<file path="src/verilog/timer_unit_pkg.sv">
// Purpose: Constants shared by the free-running capture/compare timer.
// Assumes: APB byte addresses, one aligned 32-bit word per register.
// Notes: Control registers are eight bits wide and sit in the low lanes.
`default_nettype none
package timer_unit_pkg;
    // Register byte offsets.
    localparam logic [7:0] OFF_CTL0 = 8'h00;
    localparam logic [7:0] OFF_CTL1 = 8'h04;
    localparam logic [7:0] OFF_OUTCTL = 8'h08;
    localparam logic [7:0] OFF_EDGE = 8'h0c;
    localparam logic [7:0] OFF_OPTION = 8'h10;
    localparam logic [7:0] OFF_OVFCLR = 8'h14;
    localparam logic [7:0] OFF_COUNT = 8'h18;
    localparam logic [7:0] OFF_CC0 = 8'h20;
    localparam logic [7:0] OFF_CC1 = 8'h24;
    localparam logic [7:0] OFF_CC3 = 8'h2c;
    // Field positions.
    localparam int CE_BIT = 7;
    localparam int EEE_BIT = 5;
    localparam int CCS_LSB = 4;
    localparam int OVF_BIT = 0;
    // Operating modes.
    localparam logic [2:0] MODE_PWM = 3'b100;
    localparam logic [2:0] MODE_FREE = 3'b101;
    // Reset values and counter limits.
    localparam logic [7:0] RST_CTRL = 8'h00;
    localparam logic [15:0] RST_CC = 16'h0000;
    localparam logic [15:0] CNT_MAX = 16'hffff;
    localparam logic [15:0] CNT_ONE = 16'h0001;
    // Valid capture edge per input.
    typedef enum logic [1:0] {
        EDGE_NONE = 2'b00,
        EDGE_RISE = 2'b01,
        EDGE_FALL = 2'b10,
        EDGE_BOTH = 2'b11
    } edge_sel_type;
endpackage : timer_unit_pkg
`default_nettype wire

</file>
<file path="src/verilog/free_running_capture_compare_timer.sv">
// Purpose: 16-bit timer with free-running and PWM modes behind APB.
// Assumes: One clock; pins are asynchronous and pass three flip-flops.
// Notes: Rule summary follows.
// Contract
// - PWM duty zero keeps the channel output inactive all period.
// - PWM period FFFFH with duty zero still raises a match every period.
// - PWM duty equal to period plus one keeps output active all period.
// - Period FFFFH cannot reach 100 percent; the value needs 17 bits.
// - PWM channel match fires as the counter reaches the duty value.
// - Other compare matches fire on the step after the counter equals.
// - Mode 101 selects free running; count enable starts counting.
// - Per-channel option bit picks compare or capture use.
// - Starting free-running count inverts all four output states.
// - Free compare match raises channel interrupt and toggles its pin.
// - After FFFFH the counter overflows, wraps to zero, keeps counting.
// - Overflow sets a sticky flag that software clears.
// - Channel writes are compared immediately in free-running mode.
// - Valid capture edge latches count and raises channel interrupt.
// - Each capture input has its own two-bit edge selection.
// - External event enable counts event edges, ignoring clock select.
// - Each output has enable and disabled-level bits.
// - Count enable zero stops counting, one permits it.
// - PWM period is period value plus one, width is duty value.
// - Clear by bit-clear or option write bit 0 zero; set wins.
`timescale 1ns/1ps
`default_nettype none
module free_running_capture_compare_timer (
    input wire logic pclk, // APB clock, 10 MHz.
    input wire logic presetn, // Asynchronous reset, active low.
    input wire logic psel, // APB select.
    input wire logic penable, // APB access phase.
    input wire logic pwrite, // APB write direction.
    input wire logic [7:0] paddr, // APB byte address.
    input wire logic [31:0] pwdata, // APB write data.
    output logic [31:0] prdata, // APB read data, registered.
    output logic pready, // Always ready.
    output logic pslverr, // Unmapped address error.
    input wire logic [3:0] capture_in_pin, // Capture inputs.
    input wire logic ext_event_pin, // External event count input.
    output logic [3:0] timer_out_pin, // Timer outputs, registered.
    output logic [3:0] channel_cc_irq, // Channel pulses, registered.
    output logic overflow_irq // Overflow pulse, registered.
);
    logic [7:0] ctl0, ctl1, out_ctl, edge_ctl, opt_hi;
    logic ovf, ce_d, pend;
    logic [7:0] pre;
    logic [15:0] cnt, next_cnt;
    logic [15:0] ccr [4];
    logic [15:0] buf_reg [4];
    logic [15:0] eff [4];
    logic [3:0] out_st;
    logic [4:0] s1, s2, s3, stab, rise, fall;
    logic [3:0] cap_hit;
    logic wr, rd_setup, mapped, start, free_on, pwm_on, tick, pwm_clear;
    logic int_tick, wrap, ovf_clr;
    logic [3:0] flip;

    // Decode a register address into a mapped flag.
    function automatic logic is_mapped(input logic [7:0] a);
        is_mapped = (a <= timer_unit_pkg::OFF_COUNT && a[1:0] == 2'b00) ||
            (a >= timer_unit_pkg::OFF_CC0 && a <= timer_unit_pkg::OFF_CC3 && a[1:0] == 2'b00);
    endfunction : is_mapped

    // Decide whether the selected edge occurred on a capture input.
    function automatic logic edge_hit(input logic [1:0] sel, input logic r, input logic f);
        case (timer_unit_pkg::edge_sel_type'(sel))
            timer_unit_pkg::EDGE_NONE: edge_hit = 1'b0;
            timer_unit_pkg::EDGE_RISE: edge_hit = r;
            timer_unit_pkg::EDGE_FALL: edge_hit = f;
            timer_unit_pkg::EDGE_BOTH: edge_hit = r | f;
            default: edge_hit = 1'b0;
        endcase
    endfunction : edge_hit

    // The slave never stalls; only the error flag depends on the address.
    assign pready = 1'b1;
    assign mapped = is_mapped(paddr);
    assign pslverr = psel & penable & ~mapped;
    assign wr = psel & penable & pwrite & mapped;
    assign rd_setup = psel & ~penable & ~pwrite;

    // Mode decode and run qualification.
    assign free_on = ctl0[timer_unit_pkg::CE_BIT] && ctl1[2:0] == timer_unit_pkg::MODE_FREE;
    assign pwm_on = ctl0[timer_unit_pkg::CE_BIT] && ctl1[2:0] == timer_unit_pkg::MODE_PWM;
    assign start = ctl0[timer_unit_pkg::CE_BIT] & ~ce_d;

    // Internal prescaler divides by two to the power of clock select.
    assign int_tick = (pre & ((8'h01 << ctl0[2:0]) - 8'h01)) == ((8'h01 << ctl0[2:0]) - 8'h01);
    assign tick = (free_on | pwm_on) & ~start &
        (ctl1[timer_unit_pkg::EEE_BIT] ? rise[4] : int_tick);
    assign pwm_clear = pwm_on && tick && cnt == buf_reg[0];
    assign wrap = free_on && tick && cnt == timer_unit_pkg::CNT_MAX;
    assign ovf_clr = wr && ((paddr == timer_unit_pkg::OFF_OPTION && !pwdata[timer_unit_pkg::OVF_BIT]) ||
        (paddr == timer_unit_pkg::OFF_OVFCLR && pwdata[timer_unit_pkg::OVF_BIT]));

    // Buffer values as they will stand after this edge, so pins and
    // interrupts use the duty that takes effect with the counter clear.
    always_comb begin
        for (int m = 0; m < 4; m++) begin
            eff[m] = (start || (pwm_clear && pend)) ? ccr[m] : buf_reg[m];
        end
    end

    // Next count: zero at start, step by one, PWM clears at the period.
    always_comb begin
        next_cnt = cnt;
        if (start) begin
            next_cnt = timer_unit_pkg::RST_CC;
        end else if (pwm_clear) begin
            next_cnt = timer_unit_pkg::RST_CC;
        end else if (tick) begin
            next_cnt = cnt + timer_unit_pkg::CNT_ONE;
        end
    end

    // Output states that toggle at this edge. The pin register applies
    // the toggle at once, so a pin change lines up with its interrupt
    // pulse instead of trailing it by one clock.
    always_comb begin
        for (int m = 0; m < 4; m++) begin
            flip[m] = (start && free_on) ||
                (free_on && !opt_hi[m] && tick && cnt == ccr[m]) ||
                (pwm_on && m == 0 && pwm_clear);
        end
    end

    // Capture edge qualification per input.
    always_comb begin
        for (int m = 0; m < 4; m++) begin
            cap_hit[m] = free_on && opt_hi[m] && edge_hit(edge_ctl[2*m +: 2], rise[m], fall[m]);
        end
    end

    // Pin synchronisers: a level counts once stages two and three agree.
    always_ff @(posedge pclk or negedge presetn) begin
        if (!presetn) begin
            s1 <= 5'h00;
            s2 <= 5'h00;
            s3 <= 5'h00;
            stab <= 5'h00;
            rise <= 5'h00;
            fall <= 5'h00;
        end else begin
            s1 <= {ext_event_pin, capture_in_pin};
            s2 <= s1;
            s3 <= s2;
            stab <= (~(s2 ^ s3) & s3) | ((s2 ^ s3) & stab);
            rise <= ~stab & s2 & s3;
            fall <= stab & ~(s2 | s3);
        end
    end

    // Control registers written by software.
    always_ff @(posedge pclk or negedge presetn) begin
        if (!presetn) begin
            ctl0 <= timer_unit_pkg::RST_CTRL;
            ctl1 <= timer_unit_pkg::RST_CTRL;
            out_ctl <= timer_unit_pkg::RST_CTRL;
            edge_ctl <= timer_unit_pkg::RST_CTRL;
            opt_hi <= timer_unit_pkg::RST_CTRL;
        end else if (wr) begin
            case (paddr)
                timer_unit_pkg::OFF_CTL0: ctl0 <= {pwdata[7], 4'h0, pwdata[2:0]};
                timer_unit_pkg::OFF_CTL1: ctl1 <= {1'b0, pwdata[6:5], 2'b00, pwdata[2:0]};
                timer_unit_pkg::OFF_OUTCTL: out_ctl <= pwdata[7:0];
                timer_unit_pkg::OFF_EDGE: edge_ctl <= pwdata[7:0];
                timer_unit_pkg::OFF_OPTION: opt_hi <= {4'h0, pwdata[7:4]};
                default: opt_hi <= opt_hi;
            endcase
        end
    end

    // Prescaler and start detection run on every edge.
    always_ff @(posedge pclk or negedge presetn) begin
        if (!presetn) begin
            pre <= 8'h00;
            ce_d <= 1'b0;
        end else begin
            pre <= pre + 8'h01;
            ce_d <= ctl0[timer_unit_pkg::CE_BIT];
        end
    end

    // Counter and overflow; the set wins over any clear in the same cycle.
    always_ff @(posedge pclk or negedge presetn) begin
        if (!presetn) begin
            cnt <= timer_unit_pkg::RST_CC;
            ovf <= 1'b0;
            overflow_irq <= 1'b0;
        end else begin
            cnt <= next_cnt;
            overflow_irq <= wrap;
            if (wrap) begin
                ovf <= 1'b1;
            end else if (ovf_clr) begin
                ovf <= 1'b0;
            end
        end
    end

    // Channel registers: capture beats a software write in the same cycle.
    always_ff @(posedge pclk or negedge presetn) begin
        if (!presetn) begin
            for (int m = 0; m < 4; m++) begin
                ccr[m] <= timer_unit_pkg::RST_CC;
                buf_reg[m] <= timer_unit_pkg::RST_CC;
            end
            pend <= 1'b0;
        end else begin
            for (int m = 0; m < 4; m++) begin
                buf_reg[m] <= eff[m];
                if (cap_hit[m]) begin
                    ccr[m] <= cnt;
                end else if (wr && paddr == timer_unit_pkg::OFF_CC0 + 8'(4 * m)) begin
                    ccr[m] <= pwdata[15:0];
                end
            end
            // A write to channel one arms the transfer at the next clear.
            if (wr && paddr == timer_unit_pkg::OFF_CC0 + 8'h04) begin
                pend <= 1'b1;
            end else if (pwm_clear || start) begin
                pend <= 1'b0;
            end
        end
    end

    // Channel events and output states.
    always_ff @(posedge pclk or negedge presetn) begin
        if (!presetn) begin
            out_st <= 4'h0;
            channel_cc_irq <= 4'h0;
        end else begin
            for (int m = 0; m < 4; m++) begin
                channel_cc_irq[m] <= 1'b0;
                if (start) begin
                    out_st[m] <= free_on ? ~out_st[m] : 1'b0;
                end else if (free_on && !opt_hi[m]) begin
                    // Compare uses the live register, so a rewrite counts at once.
                    if (tick && cnt == ccr[m]) begin
                        channel_cc_irq[m] <= 1'b1;
                        out_st[m] <= ~out_st[m];
                    end
                end else if (free_on) begin
                    channel_cc_irq[m] <= cap_hit[m];
                end else if (pwm_on && m == 0) begin
                    // Channel zero marks the period on the step after its match.
                    if (pwm_clear) begin
                        channel_cc_irq[m] <= 1'b1;
                        out_st[m] <= ~out_st[m];
                    end
                end else if (pwm_on) begin
                    // Duty zero still matches when the counter returns to zero.
                    channel_cc_irq[m] <= tick && next_cnt == eff[m];
                end
            end
        end
    end

    // Output pins: disabled pins show their level bit; in PWM the level
    // bit of channels one to three selects active-low output.
    always_ff @(posedge pclk or negedge presetn) begin
        if (!presetn) begin
            timer_out_pin <= 4'h0;
        end else begin
            for (int m = 0; m < 4; m++) begin
                if (!out_ctl[2*m]) begin
                    timer_out_pin[m] <= out_ctl[2*m+1];
                end else if (pwm_on && m != 0) begin
                    // A 16-bit duty cannot exceed FFFFH, so period FFFFH never stays on.
                    timer_out_pin[m] <= (next_cnt < eff[m]) ^ out_ctl[2*m+1];
                end else begin
                    timer_out_pin[m] <= out_st[m] ^ flip[m];
                end
            end
        end
    end

    // Read data is captured in the setup cycle and held for the access.
    always_ff @(posedge pclk or negedge presetn) begin
        if (!presetn) begin
            prdata <= 32'h0000_0000;
        end else if (rd_setup) begin
            case (paddr)
                timer_unit_pkg::OFF_CTL0: prdata <= {24'h000000, ctl0};
                timer_unit_pkg::OFF_CTL1: prdata <= {24'h000000, ctl1};
                timer_unit_pkg::OFF_OUTCTL: prdata <= {24'h000000, out_ctl};
                timer_unit_pkg::OFF_EDGE: prdata <= {24'h000000, edge_ctl};
                timer_unit_pkg::OFF_OPTION: prdata <= {24'h000000, opt_hi[3:0], 3'b000, ovf};
                timer_unit_pkg::OFF_COUNT: prdata <= {16'h0000, cnt};
                8'h20: prdata <= {16'h0000, ccr[0]};
                8'h24: prdata <= {16'h0000, ccr[1]};
                8'h28: prdata <= {16'h0000, ccr[2]};
                8'h2c: prdata <= {16'h0000, ccr[3]};
                default: prdata <= 32'h0000_0000;
            endcase
        end
    end

    // Checks on the documented timing.
    AST_ZERO_DUTY: assert property (@(posedge pclk) disable iff (!presetn)
        (pwm_on && !start && eff[1] == 16'h0000 && out_ctl[2]) |=> timer_out_pin[1] == out_ctl[3])
        else $error("zero duty drove channel one active");
    AST_FULL_DUTY: assert property (@(posedge pclk) disable iff (!presetn)
        (pwm_on && out_ctl[2] && {1'b0, eff[1]} == {1'b0, eff[0]} + 17'h00001)
        |=> timer_out_pin[1] != out_ctl[3])
        else $error("full duty let channel one go inactive");
    AST_PWM_IRQ: assert property (@(posedge pclk) disable iff (!presetn)
        (pwm_on && tick && next_cnt == eff[2]) |=> channel_cc_irq[2] && cnt == $past(eff[2]))
        else $error("pwm match not aligned with count");
    AST_FREE_CMP: assert property (@(posedge pclk) disable iff (!presetn)
        (free_on && !start && !opt_hi[1] && tick && cnt == ccr[1])
        |=> channel_cc_irq[1] && out_st[1] != $past(out_st[1]))
        else $error("free compare missed interrupt or toggle");
    AST_WRAP: assert property (@(posedge pclk) disable iff (!presetn)
        (free_on && tick && cnt == 16'hffff) |=> cnt == 16'h0000 && overflow_irq && ovf)
        else $error("overflow wrap wrong");
    AST_OVF_SET_WINS: assert property (@(posedge pclk) disable iff (!presetn)
        (wrap && ovf_clr) |=> ovf)
        else $error("overflow lost against clear");
    AST_OVF_STICKY: assert property (@(posedge pclk) disable iff (!presetn)
        (ovf && !ovf_clr) |=> ovf)
        else $error("overflow flag dropped without clear");
    AST_STOPPED: assert property (@(posedge pclk) disable iff (!presetn)
        !ctl0[7] |=> $stable(cnt))
        else $error("counter moved while disabled");
    AST_START_INVERT: assert property (@(posedge pclk) disable iff (!presetn)
        (start && free_on) |=> out_st == ~$past(out_st))
        else $error("start did not invert outputs");
    AST_CAPTURE: assert property (@(posedge pclk) disable iff (!presetn)
        cap_hit[0] |=> ccr[0] == $past(cnt) && channel_cc_irq[0])
        else $error("capture did not latch count");
    AST_STEP: assert property (@(posedge pclk) disable iff (!presetn)
        (free_on && tick && cnt != 16'hffff) |=> cnt == $past(cnt) + 16'h0001)
        else $error("counter did not step by one");
    AST_EXT_ONLY: assert property (@(posedge pclk) disable iff (!presetn)
        (free_on && !start && ctl1[5] && !rise[4]) |=> $stable(cnt))
        else $error("counter moved without external event");
    // The enabled pin must change in the same edge as the match pulse.
    AST_FREE_PIN: assert property (@(posedge pclk) disable iff (!presetn)
        (free_on && !start && !opt_hi[1] && tick && cnt == ccr[1] && out_ctl[2])
        |=> timer_out_pin[1] != $past(timer_out_pin[1]))
        else $error("compare match did not toggle pin one");
    // A zero duty still yields one match pulse as the counter returns to zero.
    AST_ZERO_MATCH: assert property (@(posedge pclk) disable iff (!presetn)
        (pwm_on && tick && next_cnt == 16'h0000 && eff[3] == 16'h0000)
        |=> channel_cc_irq[3])
        else $error("zero duty lost its match pulse");
endmodule : free_running_capture_compare_timer
`default_nettype wire

</file>
<file path="config.mk">
export PLATFORM = sky130hd
export DESIGN_NAME = free_running_capture_compare_timer
export DESIGN_NICKNAME = d
export VERILOG_FILES = /design/src/verilog/timer_unit_pkg.sv /design/src/verilog/free_running_capture_compare_timer.sv
export SDC_FILE = /design/constraint.sdc
export NUM_CORES = 1
export LEC_CHECK = 0
export ABC_AREA = 0
export BUFFER_PORTS_ARGS = -buffer_cell sky130_fd_sc_hd__buf_2
export CORE_UTILIZATION = 33
export CTS_CLUSTER_DIAMETER = 150
export CTS_CLUSTER_SIZE = 12
export DETAILED_ROUTE_END_ITERATION = 10
export PLACE_DENSITY = 0.59
export SETUP_SLACK_MARGIN = 0.05
export SLEW_MARGIN = 20
export SYNTH_ARGS = -nofsm -noshare
export SYNTH_HDL_FRONTEND = slang
export SYNTH_SLANG_ARGS = --single-unit
</file>
<file path="constraint.sdc">
create_clock -name pclk -period 4.58 [get_ports pclk]
set_input_delay 0.458 -clock pclk [delete_from_list [all_inputs] [get_ports pclk]]
set_output_delay 0.458 -clock pclk [all_outputs]
set_load 0.005 [all_outputs]
</file>
==> run metrics <==
CTS Buf Count=24; Synth Area in XOR/XNOR=6.58%; skew final=0.0103 ns; antenna-violating nets left=0; FMAX=approximately 0.22 GHz; nets@finish=1514; final wirelength=42.6 mm; die area=between 40000 and 50000 um^2; vias in the first global route=~10000; area of the mapped netlist=13600 um^2; Clock transition at path regs=0.06 ns; Compound-Gate Fraction of Synth Area=about 11%; CP max-delay cell=or4_4; worst hold margin=-0.0000783 ns; internal power=3.12 mW; Reg area=6030 um^2; Avg WL per Cell=about 22 um; Filler cells=just under 4000; predominant post-synthesis flop cell=dfrtp_1; RSZ-0062 raised after global routing=true; fin worst setup slack=0.0521 ns; # setup viols final=0; Startpoint Class=register; Power Total=4.06 mW; chip height=205 um; clock tree from TritonCTS=yes; Skew-Pair Late Insertion Delay=about 0.53 ns; Initial Util=33.8%; Flop pwr share=53.1%; Max transition margin=31.8%; CP cell instances=or3_4 > ha_4 > buf_6 > or3b_4 > a31oi_4 > a2111oi_4 > a22o_1 > and3_4 > a21oi_4 > buf_12 > bufbuf_16 > buf_4 > mux2i_2 > ha_1 > nand4_1 > or4_4 > o21ai_4 > mux2i_1 > a211o_1; Core Util, Final=approximately two fifths; CP max stage delay=0.53 ns; Switch Pwr=0.942 mW; Ports=between 90 and 100; Layout Area Growth over Synthesis=18.2%; clock buffer depth=3; multi-input logic area=7340 um^2; hpwl dp=around 31 mm; required time of the critical path=4.99 ns; Via density=5.38; Max Slew Vio Count=0; Syn. warnings=0; H-Tree Depth=1; status=finished with violations; Post-Synth Adder-Cell Area=5.07%; Yosys cell types=63; synthesized instance count=about 1300; simple-gate share of the synthesized area=between 10% and 20%; Peak VDD IR=0.000228 V; Root Buffer=clkbuf_16; clock sinks=241; Leakage=8.38 nW; GRT Residual Overflow=0; RD Place Congestion=between 0.9 and 1; largest net degree at the start of global routing=122; GR Util All Layers=20.6%; Hold Crit Class=primary input to asynchronous set/reset pin; number of flops mapped to enable cells by yosys=0; Seq/Total Area, Yosys=44.4%; top-area cell type share of the netlist area=44.4%; first-pass GRT wire length=65.3 mm; DRT iter0 DRCs=812; post-synthesis register bit count=241; DIE WIDTH=roughly 200 um; # DRC=0; share of layout cells above drive strength 1=around a fifth; synth top area cells=dfrtp_1 (44%), mux2i_1 (8.6%), mux2_1 (5.3%); max-cap violation count=0; via count=10400; critical path fanouts, max=6; Clock power frac=a little over two fifths; CP Class=register to register; Combinational Power Share=~3.6%; Worst Tran Pin Value=1.02 ns; Setup Slack @ Placement=-0.282 ns; IO Port Bufs=59; power per cell area=253 nW/um^2; failing checks=hold timing; Worst EP arrival=4.94 ns; crit end category=register; dominant combinational cell family by area after synthesis=multiplexers; Tcrit/Tclk final=98.9%; post-synth top area cell=dfrtp_1; core area=~40000 um^2; initial antenna violation count=0; fin crit period=4.53 ns; site row count=73; Net Sw Frac=23.2%; mean post-synth cell area=10.6 um^2; FFs w/ async S/R, synth=100%; multiplexer area fraction after synthesis=17.1%; DR pass1 iterations=5; endpoints failing hold=1
-- cell usage in the layout (no fill, tap or decap), types with 24 or more instances in the layout --
cell type  count
dfrtp_1      241
buf_4        114
nand2_1      110
mux2i_1      109
o21ai_0       76
mux2_1        64
xnor2_1       61
buf_2         58
ha_1          52
nor2_1        45
xor2_1        41
a21oi_1       35
mux2_2        30
a22oi_1       29
nand4_1       28
nand3_1       28
clkbuf_16     24
-- metal layers --
metal	track usage [%]	part of all wire, %	vias to the layer above
met2	33.0	46	359
met3	2.18	6.4	87
met4	6.51	3.2	0
met5	0	0	-
li1	-	-	4806
met1	29.2	45	5166
-- cell families (layout without fill, tap and decap cells) --
kind of cell             count (synthesis)  in the layout
flip-flops                             241            241
multiplexers                           215            215
AO/OA/AOI/OAI                          229            229
AND/OR/NAND/NOR                        325            325
adder cells (fa/ha/maj)                 55             55
buffers and inverters                  111            226
other                                    2             18
XOR/XNOR                               102            102
-- worst paths after layout --
kind / from / end / slack, ns / depth (start not counted)
max in group asynchronous: presetn / ctl1[5]$_DFFE_PN0P_ / 3.35 / 2
worst max register to register: ctl0[0]$_DFFE_PN0P_ / timer_out_pin[2]$_DFF_PN0_ / 0.05 / 19
worst min register to register: s1[2]$_DFF_PN0_ / s2[2]$_DFF_PN0_ / 0.36 / 0
worst max-delay path: ctl0[0]$_DFFE_PN0P_ / timer_out_pin[2]$_DFF_PN0_ / 0.05 / 19
min in group pclk: ext_event_pin / s1[4]$_DFF_PN0_ / 0.03 / 1
worst min-delay path: presetn / s3[3]$_DFF_PN0_ / -0.00008 / 1
-- metrics by stage --
stage	TNS (ns)	area (um^2)	cells
4_1_cts	0	15800	1929
3_5_place_dp	-0.739	15000	1898
2_1_floorplan	0	13600	1295
5_1_grt	-0.329	16100	1935
6_report	0	16100	1936
3_3_place_gp	-0.589	15000	1898
-- synthesized netlist by cell type, drive strengths merged (4+ instances only) --
master and number:
a2111oi 5, a211oi 4, a21boi 4, a21o 18, a21oi 39, a22o 6
a22oi 29, a31oi 17, a32oi 4, and2 12, and3 9, and4 4
buf 49, clkbuf 45, dfrtp 241, ha 55, inv 17, mux2 94
mux2i 117, mux4 4, nand2 111, nand2b 8, nand3 28, nand3b 5
nand4 28, nor2 51, nor2b 12, nor3 22, nor4 12, o211ai 4
o21ai 80, o31ai 5, or2 4, or3 10, xnor2 61, xor2 41
-- critical path, delay by kind of cell (launching register included) --
kind | cells | cell delay [ns]
flip-flops | 1 | 0.37
adder cells (fa/ha/maj) | 2 | 0.51
buffers and inverters | 4 | 0.65
multiplexers | 2 | 0.24
AO/OA/AOI/OAI | 6 | 1.11
AND/OR/NAND/NOR | 5 | 1.52
-- final cells by class --
| cell class | instances | share of cell area, % |
|---|---|---|
| multi-input cells | 943 | 45.7 |
| clock inverters | 2 | 0.171 |
| well taps | 525 | 4.09 |
| diodes | 1 | 0.0156 |
| clock buffers | 25 | 3.76 |
| repair buffers | 182 | 8.29 |
| inverters | 17 | 0.397 |
| flip-flops and latches | 241 | 37.6 |
-- power by group through the flow --
| stage | registers (mW) | logic (mW) | clock network, mW |
|---|---|---|---|
| finish | 2.16 | 0.147 | 1.76 |
| global route | 2.16 | 0.166 | 1.88 |
| CTS | 2.16 | 0.148 | 1.80 |
| detailed placement | 2.20 | 0.148 | 0 |
| global placement | 2.20 | 0.144 | 0 |
| floorplan | 2.19 | 0.0645 | 0 |
-- repair_timing --
item	in CTS	in global routing
resized for setup	27	33
pin swaps	17	21
endpoints found under the setup margin	5	5
setup buffers	3	6
cloned	1	0
hold buffers	0	0
No activity file was read; power rests on OpenSTA's default activity.
